==> src/design/eut_pkg.sv <==
package eut_pkg;

  // ==========================================================
  // Register offsets (byte addresses)
  localparam logic [7:0] CTRL_OFF = 8'h00;
  localparam logic [7:0] COUNT_OFF = 8'h04;
  localparam logic [7:0] PERIOD_OFF = 8'h08;
  localparam logic [7:0] STATUS_OFF = 8'h0C;
  localparam logic [7:0] MASK_OFF = 8'h10;

  // ==========================================================
  // Control register field positions
  localparam int DIRSRC_BIT = 0;
  localparam int MODE_LSB = 8;
  localparam int DIR_BIT = 11;
  localparam int SIDL_BIT = 13;

  // ==========================================================
  // Mode encodings and reset values
  localparam logic [2:0] MODE_TIMER = 3'h1;
  localparam logic [2:0] MODE_RST = 3'h0;
  localparam logic [15:0] COUNT_RST = 16'h0000;
  localparam logic [15:0] PERIOD_RST = 16'hFFFF;
  localparam int STAT_MATCH_BIT = 0;

  // AXI response codes
  localparam logic [1:0] RESP_OKAY = 2'h0;
  localparam logic [1:0] RESP_SLVERR = 2'h2;

endpackage : eut_pkg

==> src/design/eut_sync.sv <==
`timescale 1ns/1ns
// Two-flop synchroniser for pin inputs, width parameterised
module eut_sync #(
  parameter int WIDTH = 1
) (
  input wire logic core_clk,
  input wire logic srst,
  input wire logic ce,
  input wire logic [WIDTH-1:0] d,
  output logic [WIDTH-1:0] q
);

  logic [WIDTH-1:0] meta_r;

  // ==========================================================
  // Two stages, first only feeds second
  always_ff @(posedge core_clk) begin
    if (srst) begin
      meta_r <= '0;
      q <= '0;
    end else if (ce) begin
      meta_r <= d;
      q <= meta_r;
    end
  end

endmodule : eut_sync

==> src/design/eut_timer.sv <==
// The implementer's own choices: the AXI4-Lite interface to the registers and the register offsets.
`timescale 1ns/1ns
module eut_timer (
  input wire logic core_clk,
  input wire logic srst,
  input wire logic ce,
  input wire logic phase_a_input,
  input wire logic phase_b_input,
  input wire logic cpu_sleep,
  input wire logic cpu_idle,
  input wire logic [7:0] s_axi_awaddr,
  input wire logic s_axi_awvalid,
  output logic s_axi_awready,
  input wire logic [31:0] s_axi_wdata,
  input wire logic [3:0] s_axi_wstrb,
  input wire logic s_axi_wvalid,
  output logic s_axi_wready,
  output logic [1:0] s_axi_bresp,
  output logic s_axi_bvalid,
  input wire logic s_axi_bready,
  input wire logic [7:0] s_axi_araddr,
  input wire logic s_axi_arvalid,
  output logic s_axi_arready,
  output logic [31:0] s_axi_rdata,
  output logic [1:0] s_axi_rresp,
  output logic s_axi_rvalid,
  input wire logic s_axi_rready,
  output logic irq
);

  // ==========================================================
  // State record
  typedef struct packed {
    logic [2:0] mode;
    logic dir;
    logic dirsrc;
    logic sidl;
    logic [15:0] count;
    logic [15:0] period;
    logic status;
    logic mask;
    logic pa_prev;
    logic aw_held;
    logic [7:0] aw_addr;
    logic w_held;
    logic [31:0] w_data;
    logic [3:0] w_strb;
    logic awready;
    logic wready;
    logic bvalid;
    logic [1:0] bresp;
    logic arready;
    logic rvalid;
    logic [31:0] rdata;
    logic [1:0] rresp;
    logic irq;
  } eut_state_s;

  eut_state_s st_r;
  eut_state_s st_nxt;

  logic pa_sync;
  logic pb_sync;

  // ==========================================================
  // Pin synchronisers, no asynchronous count path
  eut_sync #(
    .WIDTH(2)
  ) u_sync (
    .core_clk(core_clk),
    .srst(srst),
    .ce(ce),
    .d({phase_b_input, phase_a_input}),
    .q({pb_sync, pa_sync})
  );

  // ==========================================================
  // Helpers
  function automatic logic [15:0] merge16(input logic [15:0] old,
                                          input logic [31:0] wd,
                                          input logic [3:0] ws);
    logic [15:0] res;
    res = old;
    if (ws[0]) begin
      res[7:0] = wd[7:0];
    end
    if (ws[1]) begin
      res[15:8] = wd[15:8];
    end
    return res;
  endfunction : merge16

  function automatic logic addr_ok(input logic [7:0] a);
    return a == eut_pkg::CTRL_OFF || a == eut_pkg::COUNT_OFF ||
           a == eut_pkg::PERIOD_OFF || a == eut_pkg::STATUS_OFF ||
           a == eut_pkg::MASK_OFF;
  endfunction : addr_ok

  // ==========================================================
  // Next-state logic
  always_comb begin
    logic run;
    logic tick;
    logic up;
    logic match;
    logic wr_fire;
    logic [7:0] wa;
    logic [31:0] wd;
    logic [3:0] ws;
    logic [15:0] cval;
    logic [15:0] ctrl_word;
    run = 1'b0;
    tick = 1'b0;
    up = 1'b0;
    match = 1'b0;
    wr_fire = 1'b0;
    wa = 8'h00;
    wd = 32'h0000_0000;
    ws = 4'h0;
    cval = 16'h0000;
    ctrl_word = 16'h0000;
    st_nxt = st_r;

    // Run gating for sleep and idle
    run = !cpu_sleep &&
          !(cpu_idle && st_r.sidl);
    // Rising edge of synchronised phase A
    st_nxt.pa_prev = pa_sync;
    tick = run && (st_r.mode == eut_pkg::MODE_TIMER) &&
           pa_sync && !st_r.pa_prev;
    // Direction sampled at the edge only
    up = st_r.dirsrc ? pb_sync : st_r.dir;

    // Counting with period wrap; count kept across mode changes
    cval = st_r.count;
    if (tick) begin
      if (up) begin
        cval = (st_r.count == st_r.period) ? 16'h0000
               : 16'(st_r.count + 16'h0001);
      end else begin
        cval = (st_r.count == 16'h0000) ? st_r.period
               : 16'(st_r.count - 16'h0001);
      end
      match = (st_r.count == st_r.period);
    end

    // Write address and data captured in either order
    if (s_axi_awvalid && st_r.awready) begin
      st_nxt.aw_held = 1'b1;
      st_nxt.aw_addr = s_axi_awaddr;
      st_nxt.awready = 1'b0;
    end
    if (s_axi_wvalid && st_r.wready) begin
      st_nxt.w_held = 1'b1;
      st_nxt.w_data = s_axi_wdata;
      st_nxt.w_strb = s_axi_wstrb;
      st_nxt.wready = 1'b0;
    end
    if (st_r.aw_held && st_r.w_held && !st_r.bvalid) begin
      wr_fire = 1'b1;
      wa = st_r.aw_addr;
      wd = st_r.w_data;
      ws = st_r.w_strb;
    end

    // Register writes; count write overrides counting
    st_nxt.count = cval;
    if (wr_fire) begin
      st_nxt.aw_held = 1'b0;
      st_nxt.w_held = 1'b0;
      st_nxt.bvalid = 1'b1;
      st_nxt.bresp = addr_ok(wa) ? eut_pkg::RESP_OKAY
                     : eut_pkg::RESP_SLVERR;
      unique case (wa)
        eut_pkg::CTRL_OFF: begin
          ctrl_word = merge16({2'b00, st_r.sidl, 1'b0, st_r.dir,
                               st_r.mode, 7'h00, st_r.dirsrc}, wd, ws);
          st_nxt.dirsrc = ctrl_word[eut_pkg::DIRSRC_BIT];
          st_nxt.mode = ctrl_word[eut_pkg::MODE_LSB +: 3];
          st_nxt.dir = ctrl_word[eut_pkg::DIR_BIT];
          st_nxt.sidl = ctrl_word[eut_pkg::SIDL_BIT];
        end
        eut_pkg::COUNT_OFF: begin
          st_nxt.count = merge16(st_r.count, wd, ws);
        end
        eut_pkg::PERIOD_OFF: begin
          st_nxt.period = merge16(st_r.period, wd, ws);
        end
        eut_pkg::MASK_OFF: begin
          if (ws[0]) begin
            st_nxt.mask = wd[eut_pkg::STAT_MATCH_BIT];
          end
        end
        default: begin
        end
      endcase
    end

    // Sticky match flag, write one clears, set wins
    if (wr_fire && wa == eut_pkg::STATUS_OFF && ws[0] &&
        wd[eut_pkg::STAT_MATCH_BIT]) begin
      st_nxt.status = 1'b0;
    end
    if (match) begin
      st_nxt.status = 1'b1;
    end

    // Write response handshake
    if (st_r.bvalid && s_axi_bready) begin
      st_nxt.bvalid = 1'b0;
      st_nxt.awready = 1'b1;
      st_nxt.wready = 1'b1;
    end

    // Read channel
    if (s_axi_arvalid && st_r.arready) begin
      st_nxt.arready = 1'b0;
      st_nxt.rvalid = 1'b1;
      st_nxt.rresp = addr_ok(s_axi_araddr) ? eut_pkg::RESP_OKAY
                     : eut_pkg::RESP_SLVERR;
      unique case (s_axi_araddr)
        eut_pkg::CTRL_OFF: begin
          st_nxt.rdata = {16'h0000, 2'b00, st_r.sidl, 1'b0, st_r.dir,
                          st_r.mode, 7'h00, st_r.dirsrc};
        end
        eut_pkg::COUNT_OFF: begin
          st_nxt.rdata = {16'h0000, st_r.count};
        end
        eut_pkg::PERIOD_OFF: begin
          st_nxt.rdata = {16'h0000, st_r.period};
        end
        eut_pkg::STATUS_OFF: begin
          st_nxt.rdata = {31'h0, st_r.status};
        end
        eut_pkg::MASK_OFF: begin
          st_nxt.rdata = {31'h0, st_r.mask};
        end
        default: begin
          st_nxt.rdata = 32'h0000_0000;
        end
      endcase
    end
    if (st_r.rvalid && s_axi_rready) begin
      st_nxt.rvalid = 1'b0;
      st_nxt.arready = 1'b1;
    end

    // Level interrupt registered from next-state flags
    st_nxt.irq = st_nxt.status && st_nxt.mask;
  end

  // ==========================================================
  // State register with reset and clock enable
  always_ff @(posedge core_clk) begin
    if (srst) begin
      st_r <= '0;
      st_r.mode <= eut_pkg::MODE_RST;
      st_r.sidl <= 1'b0;
      st_r.count <= eut_pkg::COUNT_RST;
      st_r.period <= eut_pkg::PERIOD_RST;
      st_r.awready <= 1'b1;
      st_r.wready <= 1'b1;
      st_r.arready <= 1'b1;
    end else if (ce) begin
      st_r <= st_nxt;
    end
  end

  // ==========================================================
  // Outputs straight from flops
  assign s_axi_awready = st_r.awready;
  assign s_axi_wready = st_r.wready;
  assign s_axi_bvalid = st_r.bvalid;
  assign s_axi_bresp = st_r.bresp;
  assign s_axi_arready = st_r.arready;
  assign s_axi_rvalid = st_r.rvalid;
  assign s_axi_rdata = st_r.rdata;
  assign s_axi_rresp = st_r.rresp;
  assign irq = st_r.irq;

endmodule : eut_timer

==> config.mk <==
export PLATFORM = sky130hd
export DESIGN_NAME = eut_timer
export DESIGN_NICKNAME = d
export VERILOG_FILES = /design/src/design/eut_pkg.sv /design/src/design/eut_sync.sv /design/src/design/eut_timer.sv
export SDC_FILE = /design/constraint.sdc
export NUM_CORES = 1
export LEC_CHECK = 0
export ABC_AREA = 0
export BUFFER_PORTS_ARGS = -buffer_cell sky130_fd_sc_hd__buf_2
export CAP_MARGIN = 20
export CELL_PAD_IN_SITES_DETAIL_PLACEMENT = 1
export CELL_PAD_IN_SITES_GLOBAL_PLACEMENT = 1
export CORE_MARGIN = 1
export CORE_UTILIZATION = 40
export CTS_BUF_LIST = sky130_fd_sc_hd__clkbuf_16
export DETAILED_ROUTE_END_ITERATION = 16
export PLACE_DENSITY_LB_ADDON = 0.1
export RECOVER_POWER = 50
export SYNTH_ARGS = -nofsm -noshare
export SYNTH_HDL_FRONTEND = slang
export SYNTH_HIERARCHICAL = 1
export SYNTH_SLANG_ARGS = --single-unit
==> constraint.sdc <==
create_clock -name core_clk -period 3.6 [get_ports core_clk]
set_clock_uncertainty 0.05 [all_clocks]
set_input_delay 0.72 -clock core_clk [delete_from_list [all_inputs] [get_ports core_clk]]
set_output_delay 0.72 -clock core_clk [all_outputs]
set_load 0.005 [all_outputs]
==> results of run 1 <==
## worst max-delay path, stage by stage (launching register included)
cell and delay (ns):
dfxtp_1 0.53, nor4_4 0.59, nand4_2 0.39, buf_4 0.33
a211oi_1 0.28, a221oi_1 0.10, a221oi_1 0.29
## sequential cells by signal, indices dropped and copies added (netlist names)
signal,flops
s_axi_bvalid,1
s_axi_arready,1
u_sync/q,2
s_axi_awready,1
s_axi_bresp,1
s_axi_rvalid,1
s_axi_rresp,1
s_axi_wready,1
st_r,69
s_axi_rdata,16
u_sync/meta_r,2
irq,1
## layout make-up
class / instances / area (µm²) / share of cell area, %
Inverter: 9 / 33.8 / 0.558
Clock buffer: 9 / 225 / 3.72
Sequential cell: 97 / 1940 / 32.1
Clock inverter: 7 / 110 / 1.82
Timing Repair Buffer: 80 / 413 / 6.82
Multi-Input combinational cell: 520 / 3110 / 51.4
Tap cell: 176 / 220 / 3.64
## cells in the final DEF (no fill, tap or decap), drive strengths merged, types with 18 or more instances in the layout
| master | synthesis | final |
|---|---|---|
| a21oi | 59 | 59 |
| clkbuf | 41 | 20 |
| xnor2 | 24 | 24 |
| nand3 | 24 | 24 |
| buf | 49 | 69 |
| nand2 | 121 | 121 |
| conb | 1 | 18 |
| dfxtp | 97 | 97 |
| mux2i | 26 | 26 |
| nor2 | 68 | 68 |
## how the worst min path moves through the flow
stage	start	to	slack, ns
floorplan	s_axi_rdata[10]	s_axi_rdata[10]	0.38
global placement	s_axi_rdata[13]	s_axi_rdata[13]	0.39
detailed placement	s_axi_rdata[8]	s_axi_rdata[8]	0.40
CTS	s_axi_rdata[11]	s_axi_rdata[11]	0.41
global route	s_axi_rdata[11]	s_axi_rdata[11]	0.44
finish	s_axi_rdata[11]	s_axi_rdata[11]	0.40
## cells by family (layout without fill, tap and decap cells)
| group | after synthesis | after routing | share of synthesized area [%] |
|---|---|---|---|
| mux | 28 | 28 | 5.13 |
| flops | 97 | 97 | 35.2 |
| other cells | 1 | 18 | 0.0680 |
| buf+inv | 99 | 105 | 9.60 |
| xor+xnor | 35 | 35 | 5.56 |
| compound gates | 158 | 158 | 19.6 |
| fa+ha+maj | 3 | 3 | 0.681 |
| simple gates | 278 | 278 | 24.1 |
## through the flow
stage	power, mW	hold WS [ns]	std cells
floorplan	1.27	0.382	716
global placement	1.31	0.389	882
detailed placement	1.32	0.397	882
CTS	2.43	0.407	898
global route	2.50	0.441	898
finish	2.40	0.404	898
## per-layer routing
metal	routed length [µm]	part of all wire (%)	up-vias	global-route usage [%]
li1	-	-	2444	-
met1	7970	46	2480	33.4
met2	8010	46	162	41.4
met3	903	5.2	35	4.41
met4	488	2.8	0	10.3
met5	0	0	-	0
## power by group through the flow
stage	logic, mW	clock network (mW)	registers (mW)
floorplan	0.130	0	1.14
global placement	0.164	0	1.15
detailed placement	0.170	0	1.15
CTS	0.171	1.13	1.13
global route	0.191	1.18	1.13
finish	0.169	1.10	1.13
==> flow_metrics.py, run 1 <==
metrics = {
    "global_route": {
        "overflow": 0,
        "grt_max_degree": 67,
        "antenna_found_initial": 0,
        "grtUsageTotal_pct": 25.5,
        "grt_pass1_vias": 5149,
        "grt_pass1_wl_um": 28100,
    },
    "sta": {
        "worst_slew_pin_slew_ns": 1.39,
        "fmax_mhz": 370,
        "finalSetupViolCount": 0,
        "period_share_pct": 75.1,
        "relSlewSlack_pct": 7.64,
        "slew_violations": 0,
        "final.min_clock_period_ns": 2.70,
        "hold_violations": 0,
        "worst_slack_ns": 0.898,
        "tns_ns": 0,
        "rsz0062_at_grt": "no",
    },
    "final_layout": {
        "drive_gt1_share_pct": 14.0,
        "diodes": 0,
        "areaGrowthSynthToFinish_pct": 9.73,
        "fillCellCount": 1662,
        "fin_nets": 784,
        "fin_area_um2": 6050,
        "final_core_util_pct": 45.3,
    },
    "critical_path": {
        "rr_startpoint": "st_r[111]",
        "cp-endpoint": "st_r[109]",
        "cp_data_required_time_ns": 3.79,
        "start_kind": "register",
        "critical_path_arrival_ns": 2.89,
        "cp_max_fo": 18,
        "endpoint_kind": "register",
        "crit_start": "st_r[111]",
        "r2r_cells": 6,
        "path_class": "reg2reg",
        "rrSetupSlack_ns": 0.90,
        "reg2reg_to": "st_r[109]",
    },
    "place": {
        "gp_congestion": 0.922,
        "place_ws_ns": 0.864,
        "place_hpwl_um": 12700,
        "portBuffers": 69,
        "placed_area_um2": 5730,
    },
    "route": {
        "post_drt_via_cell_ratio": 5.70,
        "routed_wirelength_um": 17400,
        "dr_total_vias": 5121,
        "drt_pass1_iterations": 4,
        "drc_errors": 0,
        "wire_per_inst_um": 19.3,
        "drtIter0Drc": 267,
        "ant_nets": 0,
    },
    "synth": {
        "synth_top_area_share_pct": 35.2,
        "synthDistinctLibCells": 66,
        "syn_avg_cell_area_um2": 7.89,
        "synthTopCellsByCount": "121 x nand2_1, 97 x dfxtp_1, 68 x nor2_1, 57 x a21oi_1, 40 x clkbuf_1",
        "netlist_top_cells_area": "dfxtp_1 35%, nand2_1 8.2%, a21oi_1 5.2%",
        "ys_seq_elements": 97,
        "synth_cells": 699,
        "yosys_warnings": 6,
        "synthMostInstantiatedCell": "nand2_1",
        "ys.flop_type": "dfxtp_1",
        "syn_area_um2": 5520,
        "synth_edf_count": 0,
        "async_flop_share_pct": 0,
        "yosysTopAreaCell": "dfxtp_1",
        "synth-seq-area-share_pct": 35.2,
    },
    "die": {
        "rows": 42,
        "die-area_um2": 14300,
        "start_util_pct": 41.3,
        "io_pins": 106,
        "coreArea_um2": 13300,
        "die_y_um": 119,
        "fp.dieW_um": 119,
    },
    "power_and_ir_drop": {
        "p_comb_share_pct": 7.1,
        "clockPowerShare_pct": 46.0,
        "seq_power_share_pct": 46.9,
        "total_leakage_power_nw": 2.50,
        "power.switching_uw": 565,
        "p_per_area_nw_per_um2": 397,
        "p_int_mw": 1.84,
        "peakVddDrop_mv": 0.253,
        "switching_share_pct": 23.5,
    },
    "clocking": {
        "htree_levels": 3,
        "clockBufferDepth": 2,
        "insertion_delay_ns": 0.36,
        "cts_setup_buffers": 0,
        "clkTransAtPathRegs_ns": 0.07,
        "cts_hold_buf": 0,
        "cts_tree": "built",
        "cts_sinks": 97,
        "cts_root_buf": "clkbuf_16",
        "cts_resized": 0,
        "cts-buffers-inserted": 9,
    },
    "run": {
        "cap_viol_max_count": 0,
    },
    "hold_path": {
        "min_path_cells": 2,
        "hp-class": "reg2reg",
    },
    "status": {
        "status": "finished, final reports clean",
    },
}
Power figures use the tool's default switching activity.
==> run 2, diff against run 1 <==
--- a/config.mk
+++ b/config.mk
@@ -5,13 +5,13 @@
 export SDC_FILE = /design/constraint.sdc
 export NUM_CORES = 1
 export LEC_CHECK = 0
-export ABC_AREA = 0
+export ABC_AREA = 1
 export BUFFER_PORTS_ARGS = -buffer_cell sky130_fd_sc_hd__buf_2
 export CAP_MARGIN = 20
 export CELL_PAD_IN_SITES_DETAIL_PLACEMENT = 1
 export CELL_PAD_IN_SITES_GLOBAL_PLACEMENT = 1
 export CORE_MARGIN = 1
-export CORE_UTILIZATION = 40
+export CORE_UTILIZATION = 36
 export CTS_BUF_LIST = sky130_fd_sc_hd__clkbuf_16
 export DETAILED_ROUTE_END_ITERATION = 16
 export PLACE_DENSITY_LB_ADDON = 0.1
==> constraint.sdc (replaced) <==
create_clock -name core_clk -period 2.3 [get_ports core_clk]
set_clock_uncertainty 0.05 [all_clocks]
set_input_delay 0.46 -clock core_clk [delete_from_list [all_inputs] [get_ports core_clk]]
set_output_delay 0.46 -clock core_clk [all_outputs]
set_load 0.005 [all_outputs]
==> run 2 against run 1 <==
  * Non-clock buffer count is 34 higher
  * First-iteration DRC count is 15% lower
  * Register-to-register slack worse by 0.69 ns
  * Synthesized cell count is 39% higher
  * Routed wire length increased by 19%
  * Via count up 22%
  * Critical path depth is 9 higher
  * Utilization is 3.3 points lower
  * Critical path type unchanged
==> flow_metrics.py, run 2 <==
metrics = {
    "status": {
        "status": "finished, final reports clean",
    },
    "sta": {
        "period_share_pct": 90.9,
        "finalSetupViolCount": 0,
        "relSlewSlack_pct": 20.4,
        "timing.hold.ws_ns": 0.328,
        "worst_slew_pin_slew_ns": 1.19,
        "rsz0062_at_grt": "no",
        "slew_violations": 0,
        "fmax_mhz": 478,
        "final.min_clock_period_ns": 2.09,
        "worst_slack_ns": 0.210,
        "hold_violations": 0,
        "tns_ns": 0,
    },
    "synth": {
        "muxShareOfSynthArea_pct": 0,
        "async_flop_share_pct": 0,
        "ys_seq_elements": 97,
        "synth_cells": 974,
        "synth_compound_area_share_pct": 18.3,
        "syn_avg_cell_area_um2": 6.39,
        "synthTopCellsByCount": "282 x nand2_1, 105 x inv_1, 97 x dfxtp_1, 84 x a21oi_1, 73 x nor2_1",
        "yosys_warnings": 6,
        "synth_edf_count": 0,
        "synth_top_area_share_pct": 31.2,
        "synth-seq-area-share_pct": 31.2,
        "synthMostInstantiatedCell": "nand2_1",
        "synth_fa_ha_area_share_pct": 0.603,
        "syn_area_um2": 6220,
        "yosysTopAreaCell": "dfxtp_1",
        "yosys.area_share.simple_pct": 32.7,
        "netlist_top_cells_area": "dfxtp_1 31%, nand2_1 17%, a21oi_1 6.8%",
        "ys.flop_type": "dfxtp_1",
        "synth_top_family_by_area": "simple AND/OR/NAND/NOR gates",
        "synth_xor_area_share_pct": 1.55,
        "synthDistinctLibCells": 44,
    },
    "hold_path": {
        "hp-class": "in2reg",
    },
    "power_and_ir_drop": {
        "power_mw": 3.68,
        "total_leakage_power_nw": 3.26,
        "p_per_area_nw_per_um2": 524,
        "peakVddDrop_mv": 0.340,
    },
    "die": {
        "coreArea_um2": 16700,
        "fp.dieW_um": 133,
        "die-area_um2": 17800,
        "start_util_pct": 37.3,
        "die_y_um": 133,
        "io_pins": 106,
        "rows": 47,
    },
    "global_route": {
        "grtUsageTotal_pct": 24.1,
        "grt_pass1_wl_um": 33300,
        "antenna_found_initial": 0,
        "grt_pass1_vias": 6294,
        "overflow": 0,
        "grt_max_degree": 48,
    },
    "clocking": {
        "insertion_delay_ns": 0.36,
        "cts_tree": "built",
        "cts_hold_buf": 0,
        "cts-buffers-inserted": 9,
        "cts_root_buf": "clkbuf_16",
        "htree_levels": 3,
        "clkTransAtPathRegs_ns": 0.08,
        "clockBufferDepth": 2,
        "cts_sinks": 97,
    },
    "place": {
        "gp_congestion": 0.898,
        "portBuffers": 69,
        "post-place-cells": 1247,
        "place_hpwl_um": 15800,
        "place_ws_ns": 0.219,
    },
    "critical_path": {
        "cp_data_required_time_ns": 2.44,
        "critical_path_arrival_ns": 2.23,
        "start_kind": "register",
        "cp_max_fo": 7,
        "endpoint_kind": "register",
        "path_class": "reg2reg",
    },
    "final_layout": {
        "top_register": "st_r",
        "fin_cells": 1262,
        "areaGrowthSynthToFinish_pct": 12.9,
        "fin_nets": 1105,
        "largest_reg_flops": 69,
        "drive_gt1_share_pct": 16.1,
        "final_cell_mix": "282 x nand2_1, 105 x inv_1, 95 x dfxtp_1",
        "diodes": 0,
        "layout_commonest_cell": "nand2_1",
    },
    "route": {
        "drc_errors": 0,
        "drtIter0Drc": 227,
        "dr_total_vias": 6254,
        "wire_per_inst_um": 16.4,
        "ant_nets": 0,
        "post_drt_via_cell_ratio": 4.96,
        "routed_wirelength_um": 20700,
        "drt_pass1_iterations": 4,
    },
    "run": {
        "cap_viol_max_count": 0,
    },
}
## run 2: cell types whose count changed in the layout (fill, tap and decap cells not counted), moves of 24 or more
cell / previous run / this run
inv_1: 11 / 105
o21ai_0: 17 / 63
buf_4: 10 / 37
a21oi_1: 57 / 84
xnor2_1: 24 / 0
nand2_1: 121 / 282
nand3_1: 24 / 70
mux2i_1: 26 / 0
## run 2: timing repair
item | 4_1_cts | 5_1_grt
endpoints found under the setup margin | 0 | 8
gates resized for setup | 0 | 3
setup buffers | 0 | 0
## run 2: critical path, cell delays in order, from the launching register on
cell and delay [ns]:
dfxtp_2 0.38, inv_2 0.12, ha_1 0.17, inv_1 0.06
nor2_1 0.13, nand3_1 0.10, nor2_1 0.16, nand2_1 0.14
inv_1 0.14, nand2_1 0.09, nand3_1 0.08, nand2_1 0.06
nand2_1 0.06, nand2_1 0.07, nand2_1 0.06, a21oi_1 0.05
## run 2: final timing paths
check             slack [ns]            start         endpoint  depth (start not counted)
setup reg to reg        0.21        st_r[108]        st_r[114]                         15
setup / recovery        0.21        st_r[108]        st_r[114]                         15
hold reg to reg         0.41  s_axi_rdata[14]  s_axi_rdata[14]                          2
hold / removal          0.33  s_axi_awaddr[0]         st_r[79]                          3
## run 2: power breakdown
part / total [mW] / internal [mW] / leakage, nW / switching [mW]
Clock: 1.59 / 0.855 / 0.146 / 0.733
Sequential: 1.76 / 1.73 / 0.791 / 0.0285
Combinational: 0.337 / 0.108 / 2.32 / 0.229
## run 2: cells by family after synthesis
group | Yosys count
adder cells (fa/ha/maj) | 3
AO/OA/AOI/OAI | 200
flip-flops | 97
AND/OR/NAND/NOR | 468
other | 1
buffers and inverters | 194
XOR/XNOR | 11
## run 2: per-layer routing
layer,vias up,part of all wire (%),GRT usage [%],routed length [µm]
li1,3215,-,-,-
met1,2923,47,31.2,9670
met2,96,49,41.8,10100
met3,20,3.1,2.70,650
met4,0,1.6,7.32,341
met5,-,0,0,0
## run 2: stage by stage
stage	util [%]	instance area, µm²
5_1_grt	42.1	7030
6_report	42.1	7030
3_5_place_dp	40.4	6750
2_1_floorplan	-	6290
3_3_place_gp	40.4	6750
4_1_cts	42.2	7040
## run 2: final cells by class
type,instances,area (µm²)
Fill cell,2270,9680
Sequential cell,97,1940
Tap cell,220,275
Inverter,116,439
Multi-Input combinational cell,700,3370
Timing Repair Buffer,114,697
Clock buffer,9,225
Clock inverter,6,71.3
==> run 3, diff against run 2 <==
--- a/config.mk
+++ b/config.mk
@@ -11,7 +11,7 @@
 export CELL_PAD_IN_SITES_DETAIL_PLACEMENT = 1
 export CELL_PAD_IN_SITES_GLOBAL_PLACEMENT = 1
 export CORE_MARGIN = 1
-export CORE_UTILIZATION = 36
+export CORE_UTILIZATION = 40
 export CTS_BUF_LIST = sky130_fd_sc_hd__clkbuf_16
 export DETAILED_ROUTE_END_ITERATION = 16
 export PLACE_DENSITY_LB_ADDON = 0.1
==> constraint.sdc (replaced) <==
create_clock -name core_clk -period 2.6 [get_ports core_clk]
set_clock_uncertainty 0.05 [all_clocks]
set_input_delay 0.52 -clock core_clk [delete_from_list [all_inputs] [get_ports core_clk]]
set_output_delay 0.52 -clock core_clk [all_outputs]
set_load 0.005 [all_outputs]
==> run 3 against run 2 <==
  * Global-route usage rose by 2.2 points
  * Clock-buffer cell count stayed put
  * Critical endpoint is now st_r[118]
  * Routed wire length fell by 3.9%
  * First-iteration DRC count rose by 40%
  * Setup slack better by 0.050 ns
  * Register-to-register slack gained 0.05 ns
  * Clock power down 18%
  * Sequential power fell by 12%
  * Sequential cell count unchanged
  * Fmax is 11% lower
  * Die area down 9.9%
==> flow_metrics.py, run 3 (same netlist as run 2, synthesis figures left out) <==
metrics = {
    "status": {
        "status": "finished, final reports clean",
    },
    "sta": {
        "tns_ns": 0,
        "final.min_clock_period_ns": 2.34,
        "rsz0062_at_grt": "no",
        "hold_violations": 0,
        "fmax_mhz": 427,
        "relSlewSlack_pct": 19.9,
        "worst_slew_pin_slew_ns": 1.20,
        "slew_violations": 0,
        "period_share_pct": 90.0,
        "worst_slack_ns": 0.259,
        "finalSetupViolCount": 0,
    },
    "global_route": {
        "antenna_found_initial": 0,
        "overflow": 0,
        "grt_max_degree": 48,
        "grt_pass1_vias": 6150,
        "grtUsageTotal_pct": 26.3,
        "grt_pass1_wl_um": 32500,
    },
    "power_and_ir_drop": {
        "switching_share_pct": 27.5,
        "peakVddDrop_mv": 0.364,
        "seq_power_share_pct": 49.4,
        "power.switching_uw": 865,
        "total_leakage_power_nw": 3.12,
        "p_int_mw": 2.28,
        "clockPowerShare_pct": 41.3,
        "p_comb_share_pct": 9.3,
        "p_per_area_nw_per_um2": 466,
    },
    "critical_path": {
        "endpoint_kind": "register",
        "path_class": "reg2reg",
        "start_kind": "register",
        "critical_path_arrival_ns": 2.48,
        "cp_max_fo": 11,
        "cp_data_required_time_ns": 2.74,
    },
    "run": {
        "cap_viol_max_count": 0,
    },
    "hold_path": {
        "hp-class": "in2reg",
    },
    "clocking": {
        "htree_levels": 3,
        "cts-buffers-inserted": 9,
        "cts_resized": 0,
        "cts_tree": "built",
        "cts_hold_buf": 0,
        "cts_setup_buffers": 0,
        "clkTransAtPathRegs_ns": 0.08,
        "clockBufferDepth": 2,
        "cts_root_buf": "clkbuf_16",
        "cts_sinks": 97,
        "insertion_delay_ns": 0.36,
    },
    "die": {
        "start_util_pct": 40.9,
        "die-area_um2": 16100,
        "die_y_um": 127,
        "io_pins": 106,
        "coreArea_um2": 15200,
        "rows": 45,
        "fp.dieW_um": 127,
    },
    "place": {
        "portBuffers": 69,
        "place_hpwl_um": 14900,
        "gp_congestion": 0.904,
        "place_ws_ns": 0.344,
        "placed_area_um2": 6490,
    },
    "route": {
        "drtIter0Drc": 317,
        "drt_pass1_iterations": 4,
        "ant_nets": 0,
        "routed_wirelength_um": 19900,
        "dr_total_vias": 6197,
        "wire_per_inst_um": 16.5,
        "drc_errors": 0,
        "post_drt_via_cell_ratio": 5.13,
    },
    "final_layout": {
        "top_register": "st_r",
        "drive_gt1_share_pct": 13.7,
        "final_cell_mix": "282 x nand2_1, 108 x inv_1, 97 x dfxtp_1",
        "layout_commonest_cell": "nand2_1",
        "largest_reg_flops": 69,
        "final_core_util_pct": 44.4,
        "fin_nets": 1081,
        "areaGrowthSynthToFinish_pct": 8.39,
        "fin_area_um2": 6740,
        "diodes": 0,
    },
}
==> run 3: changes by cell type in the layout (fill, tap and decap cells not counted), moves of 2 or more <==
cell / previous run / this run
dfxtp_2: 2 / 0
buf_4: 37 / 17
dfxtp_1: 95 / 97
inv_1: 105 / 108
buf_12: 3 / 0
buf_2: 62 / 60
==> run 3: area by class of cell <==
cell class                      count  area [µm²]
Sequential cell                    97        1940
Clock inverter                      7        52.6
Inverter                          116         435
Timing Repair Buffer               90         480
Clock buffer                        9         225
Fill cell                        2118        8460
Tap cell                          188         235
Multi-Input combinational cell    700        3370
==> run 3: final timing paths <==
kind	startpoint	end	slack, ns	cells after the start
max	s_axi_bvalid	st_r[118]	0.26	10
min reg2reg	st_r[87]	st_r[87]	0.42	2
max reg2reg	s_axi_bvalid	st_r[118]	0.26	10
min	s_axi_wvalid	s_axi_wready	0.38	4
==> run 3: metrics by stage <==
| stage | total power, mW | cells | hold WS, ns |
|---|---|---|---|
| 2_1_floorplan | 1.80 | 991 | 0.384 |
| 3_3_place_gp | 1.88 | 1191 | 0.395 |
| 3_5_place_dp | 1.88 | 1191 | 0.406 |
| 4_1_cts | 3.18 | 1207 | 0.367 |
| 5_1_grt | 3.29 | 1207 | 0.379 |
| 6_report | 3.14 | 1207 | 0.376 |
==> run 3: layer usage <==
| metal | vias to the layer above | routed length, µm | GRT usage, % |
|---|---|---|---|
| met5 | - | 0 | 0 |
| met4 | 0 | 334 | 7.00 |
| met3 | 21 | 509 | 3.33 |
| met2 | 90 | 9760 | 46.0 |
| met1 | 2911 | 9320 | 34.1 |
| li1 | 3175 | - | - |
==> run 3: power groups by stage <==
stage	combinational (mW)	clock (mW)	sequential, mW
2_1_floorplan	0.215	0	1.58
3_3_place_gp	0.291	0	1.59
3_5_place_dp	0.296	0	1.59
4_1_cts	0.298	1.33	1.55
5_1_grt	0.335	1.39	1.56
6_report	0.293	1.30	1.55
==> run 3: critical path, stage by stage (launching register included) <==
cell      delay, ns
dfxtp_1        0.35
nor2_2         0.12
nand2_2        0.06
clkbuf_1       0.29
nor2_4         0.19
nand4_4        0.26
buf_4          0.29
inv_1          0.27
a21oi_1        0.14
nand2_1        0.09
a21oi_1        0.06
